**src/common/gpio_lock_pkg.sv**
```systemverilog
// Constants for the sixteen-pin port with configuration freeze.
// Assumes a single bus clock domain and a 6-bit byte register address.
`default_nettype none

package gpio_lock_pkg;

  // ****************************************
  // Register byte offsets
  // ****************************************
  localparam logic [5:0] OFS_MODE   = 6'h00;
  localparam logic [5:0] OFS_DRIVE  = 6'h04;
  localparam logic [5:0] OFS_SLEW   = 6'h08;
  localparam logic [5:0] OFS_PULL   = 6'h0C;
  localparam logic [5:0] OFS_INPUT  = 6'h10;
  localparam logic [5:0] OFS_OUTPUT = 6'h14;
  localparam logic [5:0] OFS_FREEZE = 6'h1C;
  localparam logic [5:0] OFS_AF_LO  = 6'h20;
  localparam logic [5:0] OFS_AF_HI  = 6'h24;

  // ****************************************
  // Field positions and codes
  // ****************************************
  localparam int         FREEZE_KEY_POS = 16;
  localparam logic [3:0] FULL_WORD_BE   = 4'hF;
  localparam logic [1:0] MODE_INPUT     = 2'h0;
  localparam logic [1:0] MODE_OUTPUT    = 2'h1;
  localparam logic [1:0] MODE_ALTFUNC   = 2'h2;
  localparam logic [1:0] MODE_ANALOG    = 2'h3;
  localparam logic [1:0] SLEW_MEDIUM    = 2'h1;
  localparam logic [1:0] SLEW_HIGH      = 2'h3;

  // ****************************************
  // Reset values
  // ****************************************
  localparam logic [31:0] MODE_RST_A  = 32'hA800_0000;
  localparam logic [31:0] MODE_RST_B  = 32'h0000_0280;
  localparam logic [31:0] SLEW_RST_A  = 32'h0C00_0000;
  localparam logic [31:0] SLEW_RST_B  = 32'h0000_00C0;
  localparam logic [31:0] PULL_RST_A  = 32'h6400_0000;
  localparam logic [31:0] PULL_RST_B  = 32'h0000_0100;
  localparam logic [31:0] ZERO_RST    = 32'h0000_0000;

  // ****************************************
  // Types
  // ****************************************
  typedef logic [1:0] port_kind_t;
  localparam port_kind_t PORT_A     = 2'h0;
  localparam port_kind_t PORT_B     = 2'h1;
  localparam port_kind_t PORT_OTHER = 2'h2;

  typedef enum logic [1:0] {
    FZ_IDLE,
    FZ_KEY_HI,
    FZ_KEY_LO
  } freeze_seq_e;

endpackage

`default_nettype wire

```
**src/rtl/gpio_port_config_lock.sv**
```systemverilog
// Sixteen-pin general-purpose port with mode, drive, slew, pull,
// alternate-function selection and a configuration freeze.
// Assumes register port, peripheral reset and oscillator controls are
// synchronous to mclk_i; pin inputs are asynchronous.
`timescale 1ns/1ps
`default_nettype none

// How it works
// - Freeze blocks locked pins in config registers
// - Key on bit 16, mask held constant
// - Freeze lasts until device or peripheral reset
// - Key written 1,0,1; any error aborts
// - Freeze bits writable only while key 0
// - One selector serves alt input and output
// - Four-bit selector, low and high registers
// - Input mode: driver off, Schmitt on, pulls
// - Pins sampled every clock into input register
// - Open drain drives low, never high
// - Push-pull drives both levels
// - Output register reads last written value
// - Alt mode: peripheral drives enable and data
// - Analog: driver, Schmitt, pulls off, reads 0
// - Enabled oscillator owns its in pin, and its out pin unless bypassed
// - Backup pins analog when core powered off, unless rtc_bypass_i set
// - Byte, half-word and word writes
// - Mode field: input, output, alt, analog
// - Slew field: x0 low, 01 medium, 11 high
// - Pull field: none, up, down
// - Mode register reset per port kind
// - Slew register reset per port kind
// - Pull register reset per port kind
// - Data registers use bits 15:0 only
module gpio_port_config_lock
  import gpio_lock_pkg::*;
#(
  parameter port_kind_t  PORT_KIND        = PORT_OTHER,
  parameter logic [15:0] BACKUP_PINS      = 16'h0000,
  parameter int          FAST_OSC_IN_PIN  = 0,
  parameter int          FAST_FAST_OSC_OUTPUT_PIN_PIN = 1,
  parameter int          SLOW_OSC_IN_PIN  = 14,
  parameter int          SLOW_FAST_OSC_OUTPUT_PIN_PIN = 15
) (
  input  wire logic         mclk_i,
  input  wire logic         arst_n_i,
  input  wire logic         periph_rst_i,
  input  wire logic         reg_sel_i,
  input  wire logic         reg_wr_i,
  input  wire logic [5:0]   reg_addr_i,
  input  wire logic [3:0]   reg_be_i,
  input  wire logic [31:0]  reg_wdata_i,
  output logic      [31:0]  reg_rdata_o,
  output logic              reg_ack_o,
  input  wire logic [15:0]  pin_in_i,
  output logic      [15:0]  pin_out_o,
  output logic      [15:0]  pin_oe_o,
  output logic      [15:0]  pull_up_o,
  output logic      [15:0]  pull_down_o,
  output logic      [15:0]  schmitt_en_o,
  output logic      [15:0]  slew_medium_o,
  output logic      [15:0]  slew_high_o,
  input  wire logic [255:0] af_data_i,
  input  wire logic [255:0] af_oe_i,
  output logic      [255:0] af_in_o,
  input  wire logic         fast_osc_enable_i,
  input  wire logic         fast_osc_bypass_i,
  input  wire logic         slow_osc_enable_i,
  input  wire logic         slow_osc_bypass_i,
  input  wire logic         core_off_i,
  input  wire logic [15:0]  rtc_bypass_i
);

  // ********
  // Helper functions
  // ********
  function automatic logic [31:0] lane_mask(input logic [3:0] be);
    logic [31:0] m;
    m = 32'h0000_0000;
    for (int i = 0; i < 4; i++) begin
      m[8*i +: 8] = {8{be[i]}};
    end
    return m;
  endfunction

  function automatic logic [31:0] spread2(input logic [15:0] f);
    logic [31:0] m;
    m = 32'h0000_0000;
    for (int i = 0; i < 16; i++) begin
      m[2*i +: 2] = {2{f[i]}};
    end
    return m;
  endfunction

  function automatic logic [31:0] spread4(input logic [7:0] f);
    logic [31:0] m;
    m = 32'h0000_0000;
    for (int i = 0; i < 8; i++) begin
      m[4*i +: 4] = {4{f[i]}};
    end
    return m;
  endfunction

  function automatic logic [31:0] merge(input logic [31:0] old_v,
                                        input logic [31:0] new_v,
                                        input logic [31:0] mask);
    return (old_v & ~mask) | (new_v & mask);
  endfunction

  function automatic logic [31:0] kind_rst(input logic [31:0] a_v,
                                           input logic [31:0] b_v);
    if (PORT_KIND == PORT_A) begin
      return a_v;
    end else if (PORT_KIND == PORT_B) begin
      return b_v;
    end else begin
      return ZERO_RST;
    end
  endfunction

  localparam logic [31:0] MODE_RST = kind_rst(MODE_RST_A, MODE_RST_B);
  localparam logic [31:0] SLEW_RST = kind_rst(SLEW_RST_A, SLEW_RST_B);
  localparam logic [31:0] PULL_RST = kind_rst(PULL_RST_A, PULL_RST_B);

  // ********
  // Register state
  // ********
  logic [31:0] mode_r,   mode_nxt;
  logic [15:0] drive_r,  drive_nxt;
  logic [31:0] slew_r,   slew_nxt;
  logic [31:0] pull_r,   pull_nxt;
  logic [15:0] outv_r,   outv_nxt;
  logic [31:0] af_lo_r,  af_lo_nxt;
  logic [31:0] af_hi_r,  af_hi_nxt;
  logic [15:0] fbits_r,  fbits_nxt;
  logic        key_r,    key_nxt;
  freeze_seq_e seq_r,    seq_nxt;
  logic [31:0] rdata_r,  rdata_nxt;
  logic        ack_r,    ack_nxt;

  logic        wr_en;
  logic [31:0] bmask;
  logic [15:0] frozen;
  logic        same_mask;
  logic [15:0] inval_r;

  assign wr_en     = reg_sel_i & reg_wr_i;
  assign bmask     = lane_mask(reg_be_i);
  assign frozen    = key_r ? fbits_r : 16'h0000;
  assign same_mask = (reg_wdata_i[15:0] == fbits_r);

  // ********
  // Register writes and freeze sequence
  // ********
  always_comb begin
    mode_nxt  = mode_r;
    drive_nxt = drive_r;
    slew_nxt  = slew_r;
    pull_nxt  = pull_r;
    outv_nxt  = outv_r;
    af_lo_nxt = af_lo_r;
    af_hi_nxt = af_hi_r;
    fbits_nxt = fbits_r;
    key_nxt   = key_r;
    seq_nxt   = seq_r;
    if (wr_en) begin
      case (reg_addr_i)
        OFS_MODE: begin
          mode_nxt = merge(mode_r, reg_wdata_i, bmask & ~spread2(frozen));
        end
        OFS_DRIVE: begin
          drive_nxt = 16'(merge({16'h0000, drive_r}, reg_wdata_i, bmask & {16'h0000, ~frozen}));
        end
        OFS_SLEW: begin
          slew_nxt = merge(slew_r, reg_wdata_i, bmask & ~spread2(frozen));
        end
        OFS_PULL: begin
          pull_nxt = merge(pull_r, reg_wdata_i, bmask & ~spread2(frozen));
        end
        OFS_OUTPUT: begin
          outv_nxt = 16'(merge({16'h0000, outv_r}, reg_wdata_i, bmask));
        end
        OFS_AF_LO: begin
          af_lo_nxt = merge(af_lo_r, reg_wdata_i, bmask & ~spread4(frozen[7:0]));
        end
        OFS_AF_HI: begin
          af_hi_nxt = merge(af_hi_r, reg_wdata_i, bmask & ~spread4(frozen[15:8]));
        end
        OFS_FREEZE: begin
          if (!key_r) begin
            fbits_nxt = 16'(merge({16'h0000, fbits_r}, reg_wdata_i, bmask));
            if (reg_be_i != FULL_WORD_BE) begin
              seq_nxt = FZ_IDLE;
            end else begin
              case (seq_r)
                FZ_IDLE: begin
                  seq_nxt = reg_wdata_i[FREEZE_KEY_POS] ? FZ_KEY_HI : FZ_IDLE;
                end
                FZ_KEY_HI: begin
                  seq_nxt = (!reg_wdata_i[FREEZE_KEY_POS] && same_mask) ? FZ_KEY_LO : FZ_IDLE;
                end
                FZ_KEY_LO: begin
                  seq_nxt = FZ_IDLE;
                  if (reg_wdata_i[FREEZE_KEY_POS] && same_mask) begin
                    key_nxt = 1'b1;
                  end
                end
                default: begin
                  seq_nxt = FZ_IDLE;
                end
              endcase
            end
          end
        end
        default: begin
        end
      endcase
    end
    if (periph_rst_i) begin
      mode_nxt  = MODE_RST;
      drive_nxt = 16'h0000;
      slew_nxt  = SLEW_RST;
      pull_nxt  = PULL_RST;
      outv_nxt  = 16'h0000;
      af_lo_nxt = ZERO_RST;
      af_hi_nxt = ZERO_RST;
      fbits_nxt = 16'h0000;
      key_nxt   = 1'b0;
      seq_nxt   = FZ_IDLE;
    end
  end

  // ********
  // Register read
  // ********
  always_comb begin
    ack_nxt   = reg_sel_i & ~periph_rst_i;
    rdata_nxt = 32'h0000_0000;
    if (reg_sel_i && !reg_wr_i) begin
      case (reg_addr_i)
        OFS_MODE:   rdata_nxt = mode_r;
        OFS_DRIVE:  rdata_nxt = {16'h0000, drive_r};
        OFS_SLEW:   rdata_nxt = slew_r;
        OFS_PULL:   rdata_nxt = pull_r;
        OFS_INPUT:  rdata_nxt = {16'h0000, inval_r};
        OFS_OUTPUT: rdata_nxt = {16'h0000, outv_r};
        OFS_FREEZE: rdata_nxt = {15'h0000, key_r, fbits_r};
        OFS_AF_LO:  rdata_nxt = af_lo_r;
        OFS_AF_HI:  rdata_nxt = af_hi_r;
        default:    rdata_nxt = 32'h0000_0000;
      endcase
    end
  end

  always_ff @(posedge mclk_i or negedge arst_n_i) begin
    if (!arst_n_i) begin
      mode_r  <= MODE_RST;
      drive_r <= 16'h0000;
      slew_r  <= SLEW_RST;
      pull_r  <= PULL_RST;
      outv_r  <= 16'h0000;
      af_lo_r <= ZERO_RST;
      af_hi_r <= ZERO_RST;
      fbits_r <= 16'h0000;
      key_r   <= 1'b0;
      seq_r   <= FZ_IDLE;
      rdata_r <= 32'h0000_0000;
      ack_r   <= 1'b0;
    end else begin
      mode_r  <= mode_nxt;
      drive_r <= drive_nxt;
      slew_r  <= slew_nxt;
      pull_r  <= pull_nxt;
      outv_r  <= outv_nxt;
      af_lo_r <= af_lo_nxt;
      af_hi_r <= af_hi_nxt;
      fbits_r <= fbits_nxt;
      key_r   <= key_nxt;
      seq_r   <= seq_nxt;
      rdata_r <= rdata_nxt;
      ack_r   <= ack_nxt;
    end
  end

  // ********
  // Pin input synchroniser
  // ********
  logic [15:0] sync1_r, sync2_r, sync3_r, stable_r, stable_nxt;

  always_comb begin
    stable_nxt = stable_r;
    for (int p = 0; p < 16; p++) begin
      if (sync2_r[p] == sync3_r[p]) begin
        stable_nxt[p] = sync3_r[p];
      end
    end
  end

  always_ff @(posedge mclk_i or negedge arst_n_i) begin
    if (!arst_n_i) begin
      sync1_r  <= 16'h0000;
      sync2_r  <= 16'h0000;
      sync3_r  <= 16'h0000;
      stable_r <= 16'h0000;
    end else begin
      sync1_r  <= pin_in_i;
      sync2_r  <= sync1_r;
      sync3_r  <= sync2_r;
      stable_r <= stable_nxt;
    end
  end

  // ********
  // Pin control
  // ********
  logic [15:0]  pout_r, pout_nxt, poe_r, poe_nxt, pup_r, pup_nxt, pdn_r, pdn_nxt;
  logic [15:0]  smt_r, smt_nxt, smed_r, smed_nxt, shigh_r, shigh_nxt, inval_nxt;
  logic [255:0] afin_r, afin_nxt;
  logic [15:0]  osc_own;
  logic [1:0]   md;
  logic [3:0]   afs;
  logic         dval;
  logic         den;

  always_comb begin
    osc_own = 16'h0000;
    if (fast_osc_enable_i) begin
      osc_own[FAST_OSC_IN_PIN] = 1'b1;
      osc_own[FAST_FAST_OSC_OUTPUT_PIN_PIN] = ~fast_osc_bypass_i;
    end
    if (slow_osc_enable_i) begin
      osc_own[SLOW_OSC_IN_PIN] = 1'b1;
      osc_own[SLOW_FAST_OSC_OUTPUT_PIN_PIN] = ~slow_osc_bypass_i;
    end
  end

  always_comb begin
    pout_nxt  = 16'h0000;
    poe_nxt   = 16'h0000;
    pup_nxt   = 16'h0000;
    pdn_nxt   = 16'h0000;
    smt_nxt   = 16'h0000;
    smed_nxt  = 16'h0000;
    shigh_nxt = 16'h0000;
    inval_nxt = 16'h0000;
    afin_nxt  = '0;
    md        = MODE_INPUT;
    afs       = 4'h0;
    dval      = 1'b0;
    den       = 1'b0;
    for (int p = 0; p < 16; p++) begin
      md  = mode_r[2*p +: 2];
      afs = (p < 8) ? af_lo_r[4*(p%8) +: 4] : af_hi_r[4*(p%8) +: 4];
      if (BACKUP_PINS[p] && core_off_i && !rtc_bypass_i[p]) begin
        md = MODE_ANALOG;
      end
      dval = 1'b0;
      den  = 1'b0;
      smt_nxt[p] = 1'b1;
      pup_nxt[p] = (pull_r[2*p] == 1'b1);
      pdn_nxt[p] = (pull_r[2*p+1] == 1'b1);
      case (md)
        MODE_INPUT: begin
          den = 1'b0;
        end
        MODE_OUTPUT: begin
          dval = outv_r[p];
          den  = 1'b1;
        end
        MODE_ALTFUNC: begin
          dval = af_data_i[16*p + int'(afs)];
          den  = af_oe_i[16*p + int'(afs)];
        end
        MODE_ANALOG: begin
          smt_nxt[p] = 1'b0;
          pup_nxt[p] = 1'b0;
          pdn_nxt[p] = 1'b0;
        end
        default: begin
          den = 1'b0;
        end
      endcase
      if (drive_r[p]) begin
        pout_nxt[p] = 1'b0;
        poe_nxt[p]  = den & ~dval;
      end else begin
        pout_nxt[p] = dval;
        poe_nxt[p]  = den;
      end
      if (osc_own[p]) begin
        poe_nxt[p] = 1'b0;
        pup_nxt[p] = 1'b0;
        pdn_nxt[p] = 1'b0;
        smt_nxt[p] = 1'b0;
      end
      smed_nxt[p]  = (slew_r[2*p +: 2] == SLEW_MEDIUM);
      shigh_nxt[p] = (slew_r[2*p +: 2] == SLEW_HIGH);
      inval_nxt[p] = smt_nxt[p] & stable_r[p];
      if (md == MODE_ALTFUNC) begin
        afin_nxt[16*p + int'(afs)] = inval_nxt[p];
      end
    end
  end

  always_ff @(posedge mclk_i or negedge arst_n_i) begin
    if (!arst_n_i) begin
      pout_r  <= 16'h0000;
      poe_r   <= 16'h0000;
      pup_r   <= 16'h0000;
      pdn_r   <= 16'h0000;
      smt_r   <= 16'h0000;
      smed_r  <= 16'h0000;
      shigh_r <= 16'h0000;
      inval_r <= 16'h0000;
      afin_r  <= '0;
    end else begin
      pout_r  <= pout_nxt;
      poe_r   <= poe_nxt;
      pup_r   <= pup_nxt;
      pdn_r   <= pdn_nxt;
      smt_r   <= smt_nxt;
      smed_r  <= smed_nxt;
      shigh_r <= shigh_nxt;
      inval_r <= inval_nxt;
      afin_r  <= afin_nxt;
    end
  end

  // ********
  // Outputs
  // ********
  assign reg_rdata_o   = rdata_r;
  assign reg_ack_o     = ack_r;
  assign pin_out_o     = pout_r;
  assign pin_oe_o      = poe_r;
  assign pull_up_o     = pup_r;
  assign pull_down_o   = pdn_r;
  assign schmitt_en_o  = smt_r;
  assign slew_medium_o = smed_r;
  assign slew_high_o   = shigh_r;
  assign af_in_o       = afin_r;

endmodule // gpio_port_config_lock

`default_nettype wire

```
**config.mk**
```make
export PLATFORM = sky130hd
export DESIGN_NAME = gpio_port_config_lock
export DESIGN_NICKNAME = d
export VERILOG_FILES = /design/src/common/gpio_lock_pkg.sv /design/src/rtl/gpio_port_config_lock.sv
export SDC_FILE = /design/constraint.sdc
export NUM_CORES = 1
export LEC_CHECK = 0
export BUFFER_PORTS_ARGS = -buffer_cell sky130_fd_sc_hd__buf_2
export CAP_MARGIN = 25
export CORE_AREA = 2 2 389 391
export CTS_CLUSTER_SIZE = 24
export DETAILED_ROUTE_END_ITERATION = 8
export DIE_AREA = 0 0 391 393
export PLACE_DENSITY_LB_ADDON = 0.2
export SLEW_MARGIN = 20
export SYNTH_ARGS = -nofsm -noshare
export SYNTH_HDL_FRONTEND = slang
export SYNTH_SLANG_ARGS = --single-unit
```
**constraint.sdc**
```tcl
create_clock -name mclk_i -period 4.2 [get_ports mclk_i]
set_input_delay 0.21 -clock mclk_i [delete_from_list [all_inputs] [get_ports mclk_i]]
set_output_delay 0.21 -clock mclk_i [all_outputs]
set_load 0.02 [all_outputs]
```
# Yosys cells after proc, flatten, opt, wreduce, memory -nomap -nowiden
# Index checks and enable logic that the tools add are counted.
[totals]
reg_bits = 692
inputBits = 596
[classes]
add_sub_neg = 15
order_cmp = 32
eq_ne = 109
mux = 330
bitwise_logic = 88
reduce_logical = 41
[op_table]
columns = ["operator", "n"]
rows = [
  ["$mux 256", 16],
  ["$bwmux 256", 15],
  ["$mux 32", 16],
  ["$and 32x32->32", 11],
  ["$pmux 32 s9", 1],
  ["$and 256x16->256", 1],
  ["$bmux 1 s8", 30],
  ["$not 32->32", 6],
  ["$mux 1", 182],
  ["$mux 16", 11],
  ["$or 32x32->32", 5],
  ["$demux 1 s8", 15],
  ["$eq 2x2->1 const B", 49],
  ["$and 16x16->16", 6],
  ["$add 8x4->9 const A", 8],
  ["$ge 9x1->1 const B", 8],
  ["$lt 9x9->1 const B", 8],
  ["$eq 2x1->1 const B", 33],
  ["$pmux 1 s2", 32],
  ["$not 16->16", 3],
  ["$or 16x16->16", 3],
  ["$lt 8x9->1 const B", 4],
  ["$and 1x1->1", 34],
  ["$add 7x4->8 const A", 4],
  ["other kinds (29)", 114],
]

# Longest topological paths before layout
# Gate-level depths: netlist (run 1).
[logic_depth]
ltp_word = 36
mapped_depth = 8
depth_no_buf = 7

# Worst setup path before layout (run 1)
# No wires, ideal clock.
[synth_path]
path_type = "flip-flop to flip-flop"
start = "register af_lo_r[16]"
end = "register poe_r[4], in the netlist pin_oe_o[4]"
setup_ns = 0.135
arrival_ns = 1.910
required_ns = 4.065
setup_slack_ns = 2.155
path_stages_with_launch = 8
n_path_buf = 2
cell_sequence = "dfrtp_1 > clkbuf_1 > clkbuf_1 > mux4_2 > mux2i_1 > nand3b_1 > o311ai_0 > a21oi_1"
[synth_via]
elab_chain_cells = 8
elab_cells_between_ends = 12
[synth_rtl]
columns = ["item", "line", "source"]
rows = [
  ["start: declaration", "gpio_port_config_lock.sv:131", "logic [31:0] af_lo_r, af_lo_nxt;"],
  ["start signal: assignment", "gpio_port_config_lock.sv:273", "af_lo_r <= af_lo_nxt;"],
  ["$add 7x4->8 (*)", "gpio_port_config_lock.sv:369, gpio_port_config_lock.sv:370", ""],
  ["$bmux 1 s8", "gpio_port_config_lock.sv:369", "dval = af_data_i[16*p + int'(afs)];"],
  ["$mux 1 (not written as such) (2 in series)", "gpio_port_config_lock.sv:369", ""],
  ["$pmux 1 s2", "gpio_port_config_lock.sv:360", "case (md)"],
  ["$not 1->1", "gpio_port_config_lock.sv:383", "poe_nxt[p] = den & ~dval;"],
  ["$and 1x1->1", "gpio_port_config_lock.sv:383", ""],
  ["$mux 1 (*)", "gpio_port_config_lock.sv:381", "if (drive_r[p]) begin"],
  ["named net poe_nxt[4]", "gpio_port_config_lock.sv:314", "logic [15:0] pout_r, pout_nxt, poe_r, poe_nxt, pup_r, pup_nxt, pdn_r, pdn_nxt;"],
  ["end signal: assignment", "gpio_port_config_lock.sv:416", "poe_r <= poe_nxt;"],
  ["end: declaration", "gpio_port_config_lock.sv:314", ""],
]
# The timed path passes the listed nets; every way through them passes the cells marked *. The select of a mux whose other input is x is not followed.
# A chain may end at the register's enable or synchronous reset.

# Worst setup path after layout (run 1)
[layout_path]
start = "input port reg_addr_i[1]"
end = "register af_hi_r[0]"
[layout_via]
elab_chain_cells = 3
[layout_rtl]
columns = ["item", "line", "source"]
rows = [
  ["start: declaration", "gpio_port_config_lock.sv:48", "input wire logic [5:0] reg_addr_i,"],
  ["$eq 6x6->1", "gpio_port_config_lock.sv:165", "case (reg_addr_i)"],
  ["$reduce_bool 2->1 (no line)", "-", ""],
  ["$reduce_and 2->1 (no line)", "-", ""],
  ["end signal: assignment", "gpio_port_config_lock.sv:274", "af_hi_r <= af_hi_nxt;"],
  ["end: declaration", "gpio_port_config_lock.sv:132", "logic [31:0] af_hi_r, af_hi_nxt;"],
]
# No other way between the ends.

==> flow_metrics.tcl, run 1 <==
set metrics [dict create \
    setup_ws_ns 1.318 \
    cts-root-buf "clkbuf_16" \
    place_inst 5590 \
    finalNetCount 4449 \
    leakagePower_nw 19.77 \
    vias 26720 \
    grt_max_degree 102 \
    worstSetupStartpointType "primary input" \
    async_flop_share_pct 100.0 \
    synth_cell_types 67 \
    drv_cap 0 \
    io_buffers 979 \
    maxSlewViolCount 0 \
    path_max_fanout 13 \
    rows 142 \
    tightest_slew_ns 1.069 \
    worstSetupEndpointType "flop" \
    syn_area_um2 31180 \
    fmax_ghz 0.3470 \
    ys_warn_count 0 \
    post-route-period-util_pct 68.61 \
    ys_ff_latch 692 \
    synthToLayoutAreaGrowth_pct 35.49 \
    syn-num-nets 3434 \
    worst-path-buf-inv 2 \
    cts_resized 0 \
    setup_tns_ns 0 \
    grt_pass1_vias 27470 \
    power_mw 15.72 \
    htree_levels 3 \
    path_class "in2reg" \
    gr-usage-all-layers_pct 19.03 \
    layout_common_cells "buf_2 (977), dfrtp_1 (692), nor2_1 (396), nand2_1 (265), mux2i_1 (193)" \
    critPathSlowestCell "nor3_4" \
    die_y_um 393 \
    hold_path_end "reg_rdata_o[3]" \
    hp-class "in2reg" \
    drt-initial-drc-count 1964 \
    critPathMaxStageDelay_ns 0.94 \
    relSlewSlack_pct 28.48 \
    tritoncts "yes" \
    drt-total-wl_mm 150.3 \
    routedWlPerCell_um 25.78 \
    ios 997 \
    synth_cells 2790 \
    cp_data_required_time_ns 4.76 \
    fp.coreArea_um2 149200 \
    holdWs_ns 0.05458 \
    setup_violations 0 \
    cts_setup_buffers 0 \
    globalplace.congestion 0.8486 \
    via_per_inst 4.581 \
    die_w_um 391 \
    final.min_clock_period_ns 2.882 \
    min_from "reg_addr_i[5]" \
    grt_pass1_wl_mm 207.9 \
    cp.arrival_ns 3.44 \
    worstReg2RegEnd "pin_oe_o[8]" \
    clock_sinks 692 \
    start_util_pct 20.89 \
    place_ws_ns 1.256 \
    final_layout_size_suffix_gt1_share_pct 34.74 \
    mostFrequentLayoutCell "buf_2" \
    syn_avg_cell_area_um2 11.17 \
    dieArea_um2 153700 \
    final_cells 5832 \
    crit_family "simple AND/OR/NAND/NOR gates" \
    r2r_start "af_hi_r[1]" \
    finClkSkew_ns 0.04534 \
    hold_violations 0 \
    insertion_delay_ns 0.72 \
    synth_flop_cell "dfrtp_1" \
    whs_path_depth 4 \
    peakVddDrop_mv 0.2944 \
    status "complete, no violations" \
    ys_seq_area_share_pct 55.54 \
    path_cells "dlygate4sd3_1 -> buf_2 -> or4b_1 -> nor3_4 -> and3_1 -> mux2i_1 -> nor2_1" \
    cts_buffers 88 \
    antenna_found_initial 40 \
    reg2reg_slack_ns 1.43 \
    grt_setup_unrepaired "false" \
    dp_hpwl_mm 117.4 \
    dr.pass1.iters 8 \
    clk_path_buf_depth 3 \
    synth_edf_count 0 \
    drc 0 \
    p_per_area_nw_per_um2 372.1 \
    worst_setup_hold_path_clk_slew_ns 0.06 \
    ant_nets 0 \
    overflow 0 \
    ff2ff_path_depth 7 \
]
==> report_power, final <==
part,internal (mW),switching [mW],total [mW]
Sequential,6.73,0.0460,6.77
Clock,4.79,3.25,8.04
Combinational,0.389,0.518,0.907
Total,11.9,3.81,15.7
==> timing repair <==
item / 4_1_cts / 5_1_grt
endpoints found under the setup margin: 0 / 0
endpoints found under the hold margin: 331 / 0
hold buffers: 69 / 0
==> through the flow <==
stage	area (um2)	utilization [%]
after global routing	42220	28.29
after floorplan	31180	-
after detailed placement	38450	25.76
final	42240	28.30
after global placement	38450	25.76
after CTS	42210	28.28
==> final cells by class <==
type / instances / area, um2
clock buffer: 123 / 2566
antenna: 13 / 32.53
clock inverter: 37 / 505.5
multi-input combinational: 1840 / 12890
fill: 15840 / 107000
sequential: 692 / 17320
tap: 1944 / 2432
timing repair buffer: 1124 / 6277
inverter: 59 / 221.5
==> Yosys cell counts (all sizes together) (5+ instances only) <==
| cell type | n | share of area, % |
|---|---|---|
| a2111oi | 5 | 0.14 |
| a211oi | 11 | 0.26 |
| a21oi | 117 | 1.9 |
| a221oi | 13 | 0.37 |
| a222oi | 31 | 1.0 |
| a22o | 13 | 0.37 |
| a22oi | 46 | 1.1 |
| a311oi | 5 | 0.14 |
| a31oi | 33 | 0.66 |
| a32oi | 9 | 0.25 |
| a41oi | 7 | 0.20 |
| and2 | 42 | 0.84 |
| and3 | 20 | 0.40 |
| buf | 41 | 0.73 |
| clkbuf | 158 | 1.9 |
| dfrtp | 692 | 56 |
| ha | 48 | 1.9 |
| inv | 59 | 0.71 |
| maj3 | 16 | 0.51 |
| mux2 | 14 | 0.51 |
| mux2i | 193 | 6.2 |
| mux4 | 101 | 7.3 |
| nand2 | 266 | 3.2 |
| nand2b | 29 | 0.58 |
| nand3 | 126 | 2.1 |
| nand3b | 13 | 0.31 |
| nand4 | 15 | 0.30 |
| nand4b | 6 | 0.17 |
| nor2 | 401 | 4.8 |
| nor2b | 70 | 1.4 |
| nor3 | 68 | 1.2 |
| nor3b | 5 | 0.14 |
| nor4 | 7 | 0.28 |
| o21a | 10 | 0.24 |
| o21ai | 24 | 0.39 |
| o22ai | 14 | 0.28 |
| or3 | 13 | 0.26 |
| xnor2 | 16 | 0.45 |
==> worst max path at each step <==
stage | start | to | depth (start not counted)
4_1_cts | reg_addr_i[1] | af_hi_r[0] | 7
3_3_place_gp | reg_addr_i[1] | af_hi_r[2] | 6
5_1_grt | reg_addr_i[1] | af_hi_r[23] | 7
2_1_floorplan | af_lo_r[16] | pin_oe_o[4] | 7
6_report | reg_addr_i[1] | af_hi_r[0] | 7
3_5_place_dp | reg_addr_i[1] | af_hi_r[3] | 6
==> cell families after synthesis <==
kind of cell / share of synthesized area (%)
and+or+nand+nor: 16.51
DFF: 55.54
AOI/OAI and AO/OA: 7.710
muxes: 14.00
buffers and inverters: 3.343
adders and majority gates: 2.440
xor gates and xnor gates: 0.4495
==> per-layer routing <==
metal | share of wire (%) | GRT usage [%]
met5 | 0.084 | 0
met4 | 2.5 | 5.090
met2 | 47 | 31.24
met3 | 6.8 | 4.789
met1 | 43 | 24.83
==> state kept, by name (all words and copies together), names as in the netlist, 32 cells and up <==
register,cells
af_in_o,256
af_hi_r,32
af_lo_r,32
mode_r,32
pull_r,32
reg_rdata_o,32
slew_r,32
==> worst register-to-register path: stages, from the launching register on <==
cell and delay, ns:
dfrtp_1 0.62, buf_4 0.33, mux2i_1 0.11, dlygate4sd3_1 0.56
a31oi_1 0.18, nand3_1 0.09, dlygate4sd3_1 0.58, a32oi_1 0.19
Power figures use the tool's default switching activity.
==> inputs of run 2 (changes only) <==
- clock period: 4.2 -> 2.73 ns (I/O delays scaled with it)
==> flow_metrics.tcl, run 2 (same netlist as run 1, synthesis figures left out) <==
set metrics [dict create \
    gr-usage-all-layers_pct 19.50 \
    power.share.switching_pct 24.41 \
    path_max_fanout 12 \
    wl_met2_mm 71.70 \
    cp_num_cells 10 \
    worstSetupEndpointType "flop" \
    layout_common_cells "buf_2 (977), dfrtp_1 (690), nor2_1 (396), nand2_1 (265), mux2i_1 (193)" \
    grt_max_degree 78 \
    clkPwrFrac_pct 50.8 \
    maxSlewViolCount 0 \
    cts-root-buf "clkbuf_16" \
    critPathSlowestCell "or4b_1" \
    wl_met1_mm 67.07 \
    worst-path-buf-inv 5 \
    path_cells "dlygate4sd3_1 -> buf_2 -> or4b_1 -> nor3_4 -> buf_4 -> buf_4 -> nand2_1 -> nand2_1 -> a21oi_1 -> dlygate4sd3_1" \
    drt-total-wl_mm 153.9 \
    netSwitchingPower_mw 5.915 \
    post-route-period-util_pct 96.18 \
    insertion_delay_ns 0.70 \
    tritoncts "yes" \
    reg2reg_slack_ns 0.11 \
    dr.pass1.iters 7 \
    drt-initial-drc-count 1830 \
    hold_violations 0 \
    tightest_slew_ns 0.8376 \
    io_buffers 979 \
    finalNetCount 4549 \
    grt_setup_unrepaired "false" \
    htree_levels 3 \
    seqPwrFrac_pct 43.0 \
    grt_pass1_wl_mm 212.9 \
    overflow 0 \
    crit_family "buffers and inverters" \
    grt_pass1_vias 27910 \
    fmax_ghz 0.3809 \
    power.internal_mw 18.31 \
    clock_sinks 692 \
    ios 997 \
    path_class "in2reg" \
    critPathMaxStageDelay_ns 0.73 \
    p_per_area_nw_per_um2 562.1 \
    globalplace.congestion 0.8681 \
    synthToLayoutAreaGrowth_pct 38.27 \
    highest_layer "met5" \
    vias 27100 \
    cts_setup_buffers 0 \
    drc 0 \
    status "complete, no violations" \
    cp_data_required_time_ns 3.32 \
    dp_hpwl_mm 122.2 \
    fp.coreArea_um2 149200 \
    placed_cell_area_um2 39150 \
    clk_path_buf_depth 3 \
    mostFrequentLayoutCell "buf_2" \
    cp.arrival_ns 3.21 \
    relSlewSlack_pct 44.16 \
    hp-class "in2async" \
    leakagePower_nw 20.26 \
    die_y_um 393 \
    ant_nets 0 \
    stdcell_area_um2 43110 \
    met3_wirelength_mm 10.82 \
    dieArea_um2 153700 \
    routedWlPerCell_um 25.95 \
    worst_setup_hold_path_clk_slew_ns 0.06 \
    ff2ff_path_depth 5 \
    setup_tns_ns 0 \
    finClkSkew_ns 0.03777 \
    drv_cap 0 \
    peakVddDrop_mv 0.3941 \
    final.min_clock_period_ns 2.626 \
    worstSetupStartpointType "primary input" \
    antenna_found_initial 30 \
    largest_reg_flops 256 \
    via_per_inst 4.569 \
    rows 142 \
    start_util_pct 20.89 \
    p_comb_share_pct 6.2 \
    die_w_um 391 \
    setup_violations 0 \
    cts_buffers 89 \
    final_layout_size_suffix_gt1_share_pct 36.06 \
]
[run 2: cell types whose count changed in the layout (fill, tap and decap cells not counted), sizes merged]
cell	before	now
buf	1055	1135
bufinv	8	10
diode	13	10
clkinv	20	23
dlygate4sd3	69	88
clkbuf	123	113
clkinvlp	3	11
[run 2: power groups by stage]
stage / Clock [mW] / Combinational, mW / Sequential, mW
after floorplan: 0 / 0.400 / 10.6
after global placement: 0 / 1.40 / 10.6
after detailed placement: 0 / 1.41 / 10.6
after CTS: 12.7 / 1.53 / 10.4
after global routing: 13.1 / 1.62 / 10.4
final: 12.3 / 1.49 / 10.4
[run 2: worst paths after layout]
check | start | endpoint
max | reg_addr_i[1] | af_hi_r[26]
max reg2reg | af_lo_r[5] | pin_oe_o[1]
min in group mclk_i | af_oe_i[119] | pin_oe_o[7]
max in group asynchronous | arst_n_i | af_hi_r[1]
min reg2reg | sync1_r[11] | sync2_r[11]
min | arst_n_i | schmitt_en_o[13]
[run 2: through the flow]
stage	hold WS (ns)	instances	total power, mW	utilization [%]	worst slack, ns
after global routing	0.02677	5926	25.18	28.88	0.03991
after floorplan	-0.1591	2790	10.97	-	0.6846
final	0.02274	5931	24.23	28.88	0.1043
after detailed placement	0.1832	5670	12.02	26.23	0.2486
after global placement	0.1863	5670	12.01	26.23	0.2547
after CTS	0.002955	5921	24.65	28.86	0.04037
[run 2: what timing repair did]
item                                    CTS  global route
resized for setup                         0             3
endpoints found under the setup margin    0             5
endpoints found under the hold margin   594             0
hold buffers                             88             0
[run 2: layer usage]
layer,vias to the layer above,GRT usage (%)
li1,12070,-
met1,13730,25.90
met2,1048,31.32
met3,232,4.890
met4,16,5.490
met5,-,0
[run 2: worst register-to-register path: stages, from the launching register on]
cell and delay, ns:
dfrtp_1 0.67, mux2i_1 0.52, a2111oi_0 0.20, a22o_1 0.30
dlygate4sd3_1 0.59, a211oi_1 0.24
[run 2: area by class of cell]
type / instances / area, um2
fillers: 15790 / 106100
flip-flops and latches: 692 / 17320
multi-input cells: 1840 / 12890
repair buffers: 1223 / 7168
clock buffers: 113 / 2437
well taps: 1944 / 2432
clock inverters: 50 / 611.8
inverters: 59 / 221.5
diodes: 10 / 25.02
